### src/logic/rpc_pkg.sv
package rpc_pkg;
  // ------------------------------------------------------------
  // Device size and timing
  // ------------------------------------------------------------
  localparam int RPC_OUTS = 10;
  localparam int CLK_PERIOD_NS = 40;
  localparam int STEP_MIN_NS = 100;
  localparam int STEP_MAX_NS = 1000;
  // Least time rounds up, longest rounds down
  localparam int SU_CYC = (STEP_MIN_NS + CLK_PERIOD_NS - 1) / CLK_PERIOD_NS;
  localparam int STEP_MAX_CYC = STEP_MAX_NS / CLK_PERIOD_NS;
  localparam int CNT_W = 8;
  localparam logic [CNT_W-1:0] SU_LAST = CNT_W'(SU_CYC - 1);
  localparam logic [CNT_W-1:0] CNT_ZERO = 8'h00;
  localparam logic [CNT_W-1:0] CNT_ONE = 8'h01;

  // ------------------------------------------------------------
  // Reset values
  // ------------------------------------------------------------
  localparam logic CLR_LEVEL = 1'h0;
  localparam logic OE_RESET = 1'h0;

  // ------------------------------------------------------------
  // Preload qualifier states
  // ------------------------------------------------------------
  typedef enum logic [2:0] {
    RPC_IDLE  = 3'h1,
    RPC_ARMED = 3'h2,
    RPC_READY = 3'h4
  } rpc_state_t;
endpackage

### src/logic/rpc_ctl_if.sv
`timescale 1ns/100ps
interface rpc_ctl_if;
  logic en;
  logic dev_clk;
  logic active;
  logic load;
  logic rise;

  modport ctl (
    input en,
    input dev_clk,
    output active,
    output load,
    output rise
  );

  modport core (
    output en,
    output dev_clk,
    input active,
    input load,
    input rise
  );
endinterface

### src/logic/rpc_core.sv
`timescale 1ns/100ps
module rpc_core
  import rpc_pkg::*;
#(
  parameter int N = RPC_OUTS
)
(
  input wire logic i_clk,
  input wire logic i_resetn,
  input wire logic i_dev_clk,
  input wire logic i_preload_en,
  input wire logic [N-1:0] i_next_state,
  input wire logic [N-1:0] i_comb_term,
  input wire logic [N-1:0] i_oe_term,
  input wire logic [N-1:0] i_cfg_comb,
  input wire logic [N-1:0] i_cfg_high,
  input wire logic [N-1:0] i_pin_in,
  output logic [N-1:0] o_pin_out,
  output logic [N-1:0] o_pin_oe,
  output logic o_preload_active
);

  if (N < 1 || N > 64)
  begin : g_chk
    $error("rpc_core: N out of range");
  end

  rpc_ctl_if c ();

  assign c.en = i_preload_en;
  assign c.dev_clk = i_dev_clk;

  rpc_preload_ctl u_ctl (
    .i_clk(i_clk),
    .i_resetn(i_resetn),
    .c(c)
  );

  logic [N-1:0] state_r;
  logic [N-1:0] state_nxt;
  logic [N-1:0] out_nxt;
  logic [N-1:0] oe_nxt;
  logic act_nxt;
  logic tick;

  // Normal clocking only outside preload
  assign tick = c.rise & ~act_nxt;
  assign act_nxt = c.active | i_preload_en;

  // ------------------------------------------------------------
  // Macrocells
  // ------------------------------------------------------------
  for (genvar i = 0; i < N; i++)
  begin : g_cell
    logic level;

    always_comb
    begin
      state_nxt[i] = state_r[i];
      if (!i_cfg_comb[i])
      begin
        if (c.load)
          state_nxt[i] = i_pin_in[i];
        else if (tick)
          state_nxt[i] = i_next_state[i];
      end
      // Combinational cells bypass the register
      level = i_cfg_comb[i] ? i_comb_term[i] : state_nxt[i];
      out_nxt[i] = i_cfg_high[i] ? level : ~level;
      // Pin released so the tester can drive it
      oe_nxt[i] = i_oe_term[i] & ~act_nxt;
    end
  end

  always_ff @(posedge i_clk or negedge i_resetn)
  begin
    if (!i_resetn)
    begin
      state_r <= {N{CLR_LEVEL}};
      o_pin_out <= {N{CLR_LEVEL}};
      o_pin_oe <= {N{OE_RESET}};
      o_preload_active <= 1'h0;
    end
    else
    begin
      state_r <= state_nxt;
      o_pin_out <= out_nxt;
      o_pin_oe <= oe_nxt;
      o_preload_active <= act_nxt;
    end
  end
endmodule

### src/logic/rpc_preload_ctl.sv
`timescale 1ns/100ps
module rpc_preload_ctl
  import rpc_pkg::*;
(
  input wire logic i_clk,
  input wire logic i_resetn,
  rpc_ctl_if.ctl c
);

  rpc_state_t state_r;
  rpc_state_t state_nxt;
  logic [CNT_W-1:0] cnt_r;
  logic [CNT_W-1:0] cnt_nxt;
  logic dclk_r;
  logic dclk_nxt;

  // ------------------------------------------------------------
  // Setup qualifier and clock pin edge
  // ------------------------------------------------------------
  always_comb
  begin
    state_nxt = state_r;
    cnt_nxt = cnt_r;
    dclk_nxt = c.dev_clk;
    case (state_r)
      RPC_IDLE:
      begin
        cnt_nxt = CNT_ZERO;
        if (c.en)
          state_nxt = RPC_ARMED;
      end
      RPC_ARMED:
      begin
        cnt_nxt = cnt_r + CNT_ONE;
        if (!c.en)
          state_nxt = RPC_IDLE;
        else if (cnt_r == SU_LAST)
          state_nxt = RPC_READY;
      end
      RPC_READY:
      begin
        if (!c.en)
          state_nxt = RPC_IDLE;
      end
      default:
        state_nxt = RPC_IDLE;
    endcase
  end

  always_ff @(posedge i_clk or negedge i_resetn)
  begin
    if (!i_resetn)
    begin
      state_r <= RPC_IDLE;
      cnt_r <= CNT_ZERO;
      dclk_r <= 1'h0;
    end
    else
    begin
      state_r <= state_nxt;
      cnt_r <= cnt_nxt;
      dclk_r <= dclk_nxt;
    end
  end

  assign c.rise = c.dev_clk & ~dclk_r;
  assign c.active = (state_r != RPC_IDLE);
  // Pulse only counts once elevated level has settled
  assign c.load = c.rise && (state_r == RPC_READY);
endmodule

### config.mk
export PLATFORM = sky130hd
export DESIGN_NAME = rpc_core
export DESIGN_NICKNAME = d
export VERILOG_FILES = /design/src/logic/rpc_pkg.sv /design/src/logic/rpc_ctl_if.sv /design/src/logic/rpc_core.sv /design/src/logic/rpc_preload_ctl.sv
export SDC_FILE = /design/constraint.sdc
export NUM_CORES = 1
export LEC_CHECK = 0
export BUFFER_PORTS_ARGS = -buffer_cell sky130_fd_sc_hd__buf_2
export CAP_MARGIN = 15
export CORE_AREA = 2 2 92 94
export DETAILED_ROUTE_END_ITERATION = 8
export DIE_AREA = 0 0 94 96
export SYNTH_ARGS = -nofsm -noshare
export SYNTH_HDL_FRONTEND = slang
export SYNTH_SLANG_ARGS = --single-unit
### constraint.sdc
create_clock -name i_clk -period 2.08 [get_ports i_clk]
set_input_delay 0.416 -clock i_clk [delete_from_list [all_inputs] [get_ports i_clk]]
set_output_delay 0.416 -clock i_clk [all_outputs]
set_load 0.01 [all_outputs]
==> flow_summary_export.csv, run 1 <==
group,metric,value,unit
flow_run,cap_viol_max_count,0,
setup_path,r2r_start,"u_ctl.state_r[0]$_DFFE_PN1P_",
power,power_frac_comb,33.3,%
setup_path,end_kind,"register",
synthesis,synth_seq_cells,43,
worst_hold_path,min_path_type,"primary input to async pin",
clock_tree,cts_buffers,5,
floorplanning,core,8050,um2
floorplanning,dieHeight,96,um
clock_tree,worstSkewPairLatency,0.30,ns
grt,antenna_found_initial,0,
timing,relSlewSlack,66.5,%
synthesis,yosys_most_used_dff,"dfrtp_1",
detailed_routing,antenna_left,0,
layout,drive_above_1_share,31.6,%
placement,dpl.hpwl,4.68,mm
setup_path,crit_path_frequent_cell,"buf_4",
clock_tree,clk_path_buf_depth,2,
layout,layout.nets,416,
power,p_leak,1.42,nW
setup_path,worst_setup_path_start_kind,"register",
floorplanning,die_x,94,um
synthesis,syn_avg_cell_area,9.20,um2
timing,finalSetupViolations,0,
synthesis,synth.distinct_cells,35,
outcome,outcome,"completed",
setup_path,max_stage_delay,0.63,ns
timing,rsz0062_at_grt,"false",
detailed_routing,routedWlPerCell,13.3,um
floorplanning,dieArea,9020,um2
setup_path,cp_max_fo,8,
clock_tree,clk_pin_slew,0.09,ns
setup_path,required,2.28,ns
clock_tree,clockRootBuffer,"clkbuf_8",
power,vdd_drop_max,381,uV
timing,slew_violations,0,
power,switching_power,0.879,mW
clock_tree,cts_setup_buffers,0,
detailed_routing,drc_errors,0,
floorplanning,initial_utilization,29.5,%
floorplanning,rows,33,
power,internal-power,1.75,mW
power,pwr-share-seq,41.5,%
grt,grt_pass1_vias,2030,
clock_tree,cts_htree_levels,2,
floorplanning,num_io_pins,85,
synthesis,postSynthCellCount,258,
setup_path,reg2reg_to,"o_pin_out[4]$_DFF_PN0_",
setup_path,crit_type,"register to register",
grt,grt_pass1_wl,9.56,mm
grt,grt_use_total,13.6,%
layout,syn2layout_area_growth,29.6,%
detailed_routing,drt_iter0_markers,96,
clock_tree,cts_sinks,43,
synthesis,synthesis.area,2370,um2
detailed_routing,routed_wl,6.05,mm
detailed_routing,dr.pass1.iters,4,
synthesis,synth_edf_count,0,
power,cellPowerDensity,856,nW/um2
clock_tree,cts.hold.buffers_added,0,
setup_path,path_cells,"buf_4, nor3b_2, buf_4, nand3_1, and3_1, o311ai_1",
power,power,2.63,mW
timing,fin_worst_skew,0.0131,ns
synthesis,syn_nets,324,
timing,worst_slew_pin_slew,0.502,ns
setup_path,critPathArrivalTime,2.10,ns
placement,port_buffers,84,
power,p_sw_share,33.4,%
synthesis,synth.yosys.seq_area_share,45.4,%
detailed_routing,vias,2265,
layout,diodes,0,
timing,finalCritPeriodShare,91.2,%
timing,setup_tns,0,ns
grt,overflow,0,
setup_path,r2r_slack,0.18,ns
clock_tree,cts_resized,0,
grt,grt_max_degree,24,
timing,fmax,527,MHz
synthesis,ys_warn_count,0,
setup_path,reg2regPathDepth,6,
clock_tree,cts_tree,"built",
power,clkPwrFrac,25.2,%
detailed_routing,via_per_inst,4.97,
timing,finalCriticalPeriod,1.90,ns
synthesis,async_reset_ff_share,100,%
setup_path,cpMaxStageDelayCell,"dfstp_2",
placement,gp_routability_congestion,0.784,
timing,hold_viol,0,
[state kept, by name (all words and copies together) (netlist names)]
| register | flops |
|---|---|
| u_ctl.state_r | 3 |
| o_pin_oe | 10 |
| state_r | 10 |
| u_ctl.cnt_r | 8 |
| u_ctl.dclk_r | 1 |
| o_pin_out | 10 |
| o_preload_active | 1 |
[cells by family after synthesis]
| logic type | share of synthesized area (%) |
|---|---|
| AND/OR/NAND/NOR | 30.7 |
| buffers and inverters | 3.53 |
| adder cells (fa/ha/maj) | 1.05 |
| flip-flops | 45.4 |
| XOR/XNOR | 0.369 |
| multiplexers | 2.11 |
| AO/OA/AOI/OAI | 16.8 |
[power by group through the flow]
| stage | logic, mW | clock network [mW] | registers, mW |
|---|---|---|---|
| 5_1_grt | 0.979 | 0.708 | 1.12 |
| 4_1_cts | 0.883 | 0.682 | 1.10 |
| 6_report | 0.876 | 0.662 | 1.09 |
| 3_5_place_dp | 0.879 | 0 | 1.11 |
| 3_3_place_gp | 0.855 | 0 | 1.11 |
| 2_1_floorplan | 0.524 | 0 | 1.12 |
[how the worst max path moves through the flow]
stage               cells after the start                    startpoint                endpoint
global placement                        5                  i_preload_en  o_pin_out[7]$_DFF_PN0_
global route                            6  u_ctl.state_r[0]$_DFFE_PN1P_  o_pin_out[9]$_DFF_PN0_
finish                                  6  u_ctl.state_r[0]$_DFFE_PN1P_  o_pin_out[4]$_DFF_PN0_
detailed placement                      5                  i_preload_en  o_pin_out[6]$_DFF_PN0_
floorplan                               6  u_ctl.state_r[0]$_DFFE_PN1P_  o_pin_out[2]$_DFF_PN0_
CTS                                     6  u_ctl.state_r[0]$_DFFE_PN1P_  o_pin_out[4]$_DFF_PN0_
[cells in the final DEF (no fill, tap or decap), drive strengths merged, types with 2 or more instances in the layout]
| cell type | Yosys | final |
|---|---|---|
| nand2 | 17 | 17 |
| and3 | 10 | 10 |
| ha | 2 | 2 |
| nand3 | 25 | 25 |
| nor2 | 12 | 12 |
| nand4 | 10 | 10 |
| nor4b | 3 | 3 |
| clkbuf | 4 | 5 |
| clkinv | 0 | 2 |
| a21oi | 15 | 15 |
| o21ai | 25 | 25 |
| and2 | 11 | 11 |
| or3b | 2 | 2 |
| a21o | 3 | 3 |
| inv | 3 | 3 |
| o31ai | 9 | 9 |
| nor3b | 2 | 2 |
| dfrtp | 42 | 42 |
| nand2b | 20 | 20 |
| o311ai | 9 | 9 |
| mux2i | 5 | 5 |
| nor3 | 13 | 13 |
| buf | 8 | 97 |
[worst max-delay path: cells and delay by family (launching register included)]
kind / cells / cell delay, ns
AOI/OAI and AO/OA: 1 / 0.31
buffers and inverters: 2 / 0.36
DFF: 1 / 0.63
and+or+nand+nor: 3 / 0.50
[metrics by stage]
step / cells / util, % / area, um2 / hold WS [ns] / worst slack, ns
global route: 456 / 38.2 / 3080 / 0.116 / 0.0139
detailed placement: 448 / 36.8 / 2960 / 0.430 / 0.197
CTS: 456 / 38.2 / 3080 / 0.0974 / 0.183
finish: 456 / 38.2 / 3080 / 0.0744 / 0.183
global placement: 448 / 36.8 / 2960 / 0.416 / 0.247
floorplan: 258 / - / 2370 / 0.120 / 0.404
[synth_stat cells, types with 4 or more instances]
cell type / number / area [um2]
nand4_1: 10 / 62.6
and2_1: 11 / 68.8
dfrtp_1: 42 / 1050
nor2_1: 12 / 45.0
mux2i_1: 5 / 50.1
buf_2: 4 / 20.0
nor3_1: 13 / 65.1
and3_1: 10 / 62.6
o311ai_1: 9 / 78.8
o31ai_1: 9 / 67.6
nand2b_1: 20 / 125
o21ai_1: 7 / 35.0
clkbuf_1: 4 / 15.0
o21ai_0: 15 / 75.1
a21oi_1: 15 / 75.1
nand3_1: 25 / 125
nand2_1: 17 / 63.8
[per-layer routing]
metal	GRT usage, %	up-vias	share of wire [%]
met4	3.99	0	0.76
met1	18.1	1044	46
met2	22.4	78	48
met3	3.05	4	5.8
li1	-	1139	-
met5	0	-	0
[area by class of cell]
type / instances / area, um2
Timing Repair Buffer: 97 / 531
Inverter: 3 / 11.3
Multi-Input combinational cell: 200 / 1210
Clock buffer: 5 / 68.8
Sequential cell: 43 / 1080
Fill cell: 835 / 4980
Tap cell: 105 / 131
Clock inverter: 3 / 43.8
Note: power is estimated with default switching activity, not from simulation.
==> run 2: changes to the inputs <==
--- a/config.mk
+++ b/config.mk
@@ -5,11 +5,12 @@
 export SDC_FILE = /design/constraint.sdc
 export NUM_CORES = 1
 export LEC_CHECK = 0
+export ABC_AREA = 1
 export BUFFER_PORTS_ARGS = -buffer_cell sky130_fd_sc_hd__buf_2
 export CAP_MARGIN = 15
-export CORE_AREA = 2 2 92 94
+export CORE_AREA = 2 2 89 91
 export DETAILED_ROUTE_END_ITERATION = 8
-export DIE_AREA = 0 0 94 96
+export DIE_AREA = 0 0 91 93
 export SYNTH_ARGS = -nofsm -noshare
 export SYNTH_HDL_FRONTEND = slang
 export SYNTH_SLANG_ARGS = --single-unit
==> run 2 against run 1 <==
Die area shrank 6.2%. Global-route usage down 1.1 points. Setup slack better by 0.33 ns. Flip-flop and latch count unchanged. First-iteration DRC count grew 3.1%. Wire length down 18%. Combinational power down 47%. Design area fell by 5.8%. Critical path depth rose by 3. Synthesized area fell by 7.0%. Synthesized cell count grew 6.6%. Utilization is 0.30 points higher.
==> flow_summary_export.csv, run 2 <==
group,metric,value,unit
power,internal-power,1.61,mW
timing,finalCriticalPeriod,1.57,ns
layout,top_regs,"o_pin_oe: 10 flops, o_pin_out: 10 flops, state_r: 10 flops",
layout,syn2layout_area_growth,31.3,%
synthesis,yosys.area_share.simple,30.8,%
synthesis,synth_seq_cells,43,
synthesis,syn_avg_cell_area,8.03,um2
detailed_routing,dr.pass1.iters,4,
floorplanning,die_x,91,um
floorplanning,dieArea,8460,um2
synthesis,yosysMostFrequentCell,"nand2_1",
setup_path,reg2reg_to,"o_pin_out[5]$_DFF_PN0_",
power,clkPwrFrac,34.5,%
synthesis,synth_mux_area_share,0,%
timing,worst_slew_pin_slew,0.696,ns
clock_tree,clockRootBuffer,"clkbuf_8",
clock_tree,clk_pin_slew,0.08,ns
timing,slew_violations,0,
timing,fin_worst_skew,0.00414,ns
synthesis,synthesis.area,2210,um2
floorplanning,core,7530,um2
synthesis,synthTopCellsByArea,"dfrtp_1, nand2_1, inv_1",
setup_path,end_kind,"register",
layout,fin_util,38.5,%
layout,diodes,0,
setup_path,critPathArrivalTime,1.76,ns
clock_tree,cts_buffers,5,
layout,layout.nets,433,
power,vdd_drop_max,434,uV
floorplanning,num_io_pins,85,
layout,final_cell_count_no_fill,470,
clock_tree,cts_resized,0,
power,p_leak,1.71,nW
synthesis,yosys_most_used_dff,"dfrtp_1",
layout,drive_above_1_share,33.7,%
synthesis,synth_fa_ha_area_share,1.13,%
clock_tree,worstSkewPairLatency,0.29,ns
power,p_sw_share,27.4,%
placement,dpl.hpwl,3.93,mm
detailed_routing,antenna_left,0,
clock_tree,clk_path_buf_depth,2,
placement,post-place-ws,0.435,ns
grt,grt_pass1_vias,1959,
detailed_routing,vias,2008,
timing,setup_tns,0,ns
setup_path,worst_setup_path_start_kind,"register",
layout,final_cell_mix,"nand2_1, buf_2, inv_1",
synthesis,synth.distinct_cells,25,
synthesis,synth_common_cells,"nand2_1, inv_1, dfrtp_1, nand3_1, nor2_1",
synthesis,synth_top_area_cell,"dfrtp_1",
placement,port_buffers,84,
timing,finalCritPeriodShare,75.4,%
power,cellPowerDensity,766,nW/um2
clock_tree,cts.hold.buffers_added,0,
detailed_routing,routed_wl,4.96,mm
grt,antenna_found_initial,0,
floorplanning,initial_utilization,29.3,%
grt,grt_pass1_wl,8.53,mm
synthesis,synth.yosys.seq_area_share,48.8,%
setup_path,cp_max_fo,10,
clock_tree,cts_sinks,43,
synthesis,netlist.area_leader.share,47.6,%
setup_path,crit_start,"u_ctl.state_r[0]$_DFFE_PN1P_",
synthesis,syn_nets,341,
clock_tree,cts_htree_levels,2,
synthesis,postSynthCellCount,275,
synthesis,synth_edf_count,0,
setup_path,cp-endpoint,"o_pin_out[5]$_DFF_PN0_",
synthesis,synth_top_family_by_area,"simple AND/OR/NAND/NOR gates",
placement,gp_routability_congestion,0.749,
floorplanning,dieHeight,93,um
setup_path,crit_type,"register to register",
synthesis,synth_compound_area_share,8.73,%
placement,numPlacedInstances,462,
timing,whs,0.158,ns
grt,overflow,0,
outcome,outcome,"completed",
timing,rsz0062_at_grt,"false",
setup_path,reg2regPathDepth,9,
clock_tree,cts_tree,"built",
timing,setup_ws,0.512,ns
setup_path,r2r_start,"u_ctl.state_r[0]$_DFFE_PN1P_",
worst_hold_path,min_path_type,"primary input to async pin",
setup_path,r2r_slack,0.51,ns
detailed_routing,via_per_inst,4.27,
timing,hold_viol,0,
grt,grt_use_total,12.5,%
flow_run,cap_viol_max_count,0,
power,pwr-share-seq,44.6,%
timing,fmax,638,MHz
synthesis,ys_warn_count,0,
timing,finalSetupViolations,0,
timing,relSlewSlack,53.6,%
synthesis,synthXorXnorAreaFrac,0.397,%
power,switching_power,0.608,mW
power,power_frac_comb,20.8,%
setup_path,required,2.27,ns
layout,final_common_cell,"nand2_1",
grt,grt_max_degree,32,
synthesis,async_reset_ff_share,100,%
detailed_routing,drc_errors,0,
detailed_routing,routedWlPerCell,10.6,um
floorplanning,rows,32,
clock_tree,cts_setup_buffers,0,
detailed_routing,drt_iter0_markers,99,
## run 2: worst min path at each step
stage,start,endpoint,slack [ns],cells after the start
after floorplan,i_resetn,o_pin_oe[0]$_DFF_PN0_,0.12,0
after global placement,state_r[5]$_DFF_PN0_,state_r[5]$_DFF_PN0_,0.46,2
after detailed placement,state_r[5]$_DFF_PN0_,state_r[5]$_DFF_PN0_,0.47,2
after CTS,i_resetn,o_pin_oe[1]$_DFF_PN0_,0.18,1
after global routing,i_resetn,o_pin_oe[1]$_DFF_PN0_,0.22,1
final,i_resetn,o_pin_oe[1]$_DFF_PN0_,0.16,1
## run 2: area by class of cell
class,instances,area (um2)
clock buffer,6,72.6
clock inverter,2,60.1
fill,796,4630
inverter,48,180
multi-input combinational,178,907
sequential,43,1080
tap,102,128
timing repair buffer,91,473
## run 2: power by group through the flow
| stage | clock [mW] | combinational, mW | sequential, mW |
|---|---|---|---|
| 3_5_place_dp | 0 | 0.471 | 1.01 |
| 5_1_grt | 0.839 | 0.536 | 1.00 |
| 2_1_floorplan | 0 | 0.263 | 1.03 |
| 3_3_place_gp | 0 | 0.460 | 1.01 |
| 4_1_cts | 0.799 | 0.473 | 0.992 |
| 6_report | 0.767 | 0.463 | 0.991 |
## run 2: layer usage
| metal | GRT usage (%) | vias up | routed length (um) |
|---|---|---|---|
| met5 | 0 | - | 0 |
| met2 | 21.6 | 56 | 2460 |
| met3 | 4.92 | 6 | 376 |
| met4 | 4.17 | 0 | 80 |
| li1 | - | 1046 | - |
| met1 | 14.2 | 900 | 2050 |
## run 2: cells by family (layout without fill, tap and decap cells)
family	after synthesis	in the layout
AOI/OAI and AO/OA	24	24
xor gates and xnor gates	1	1
adders and majority gates	2	2
buffers and inverters	54	147
DFF	43	43
and+or+nand+nor	151	151
## run 2: critical path, cell delays in order, from the launching register on
cell     delay [ns]
dfstp_2        0.58
nand2_2        0.07
nor2_4         0.20
nand3_4        0.18
nand2_1        0.10
nand3_1        0.06
nand2_1        0.10
nand2_1        0.06
nand2_1        0.06
nand2_1        0.05
## run 2: per-stage QoR
stage | instance area (um2) | total power [mW]
floorplan | 2210 | 1.29
global placement | 2770 | 1.47
detailed placement | 2770 | 1.48
CTS | 2900 | 2.26
global route | 2900 | 2.38
finish | 2900 | 2.22
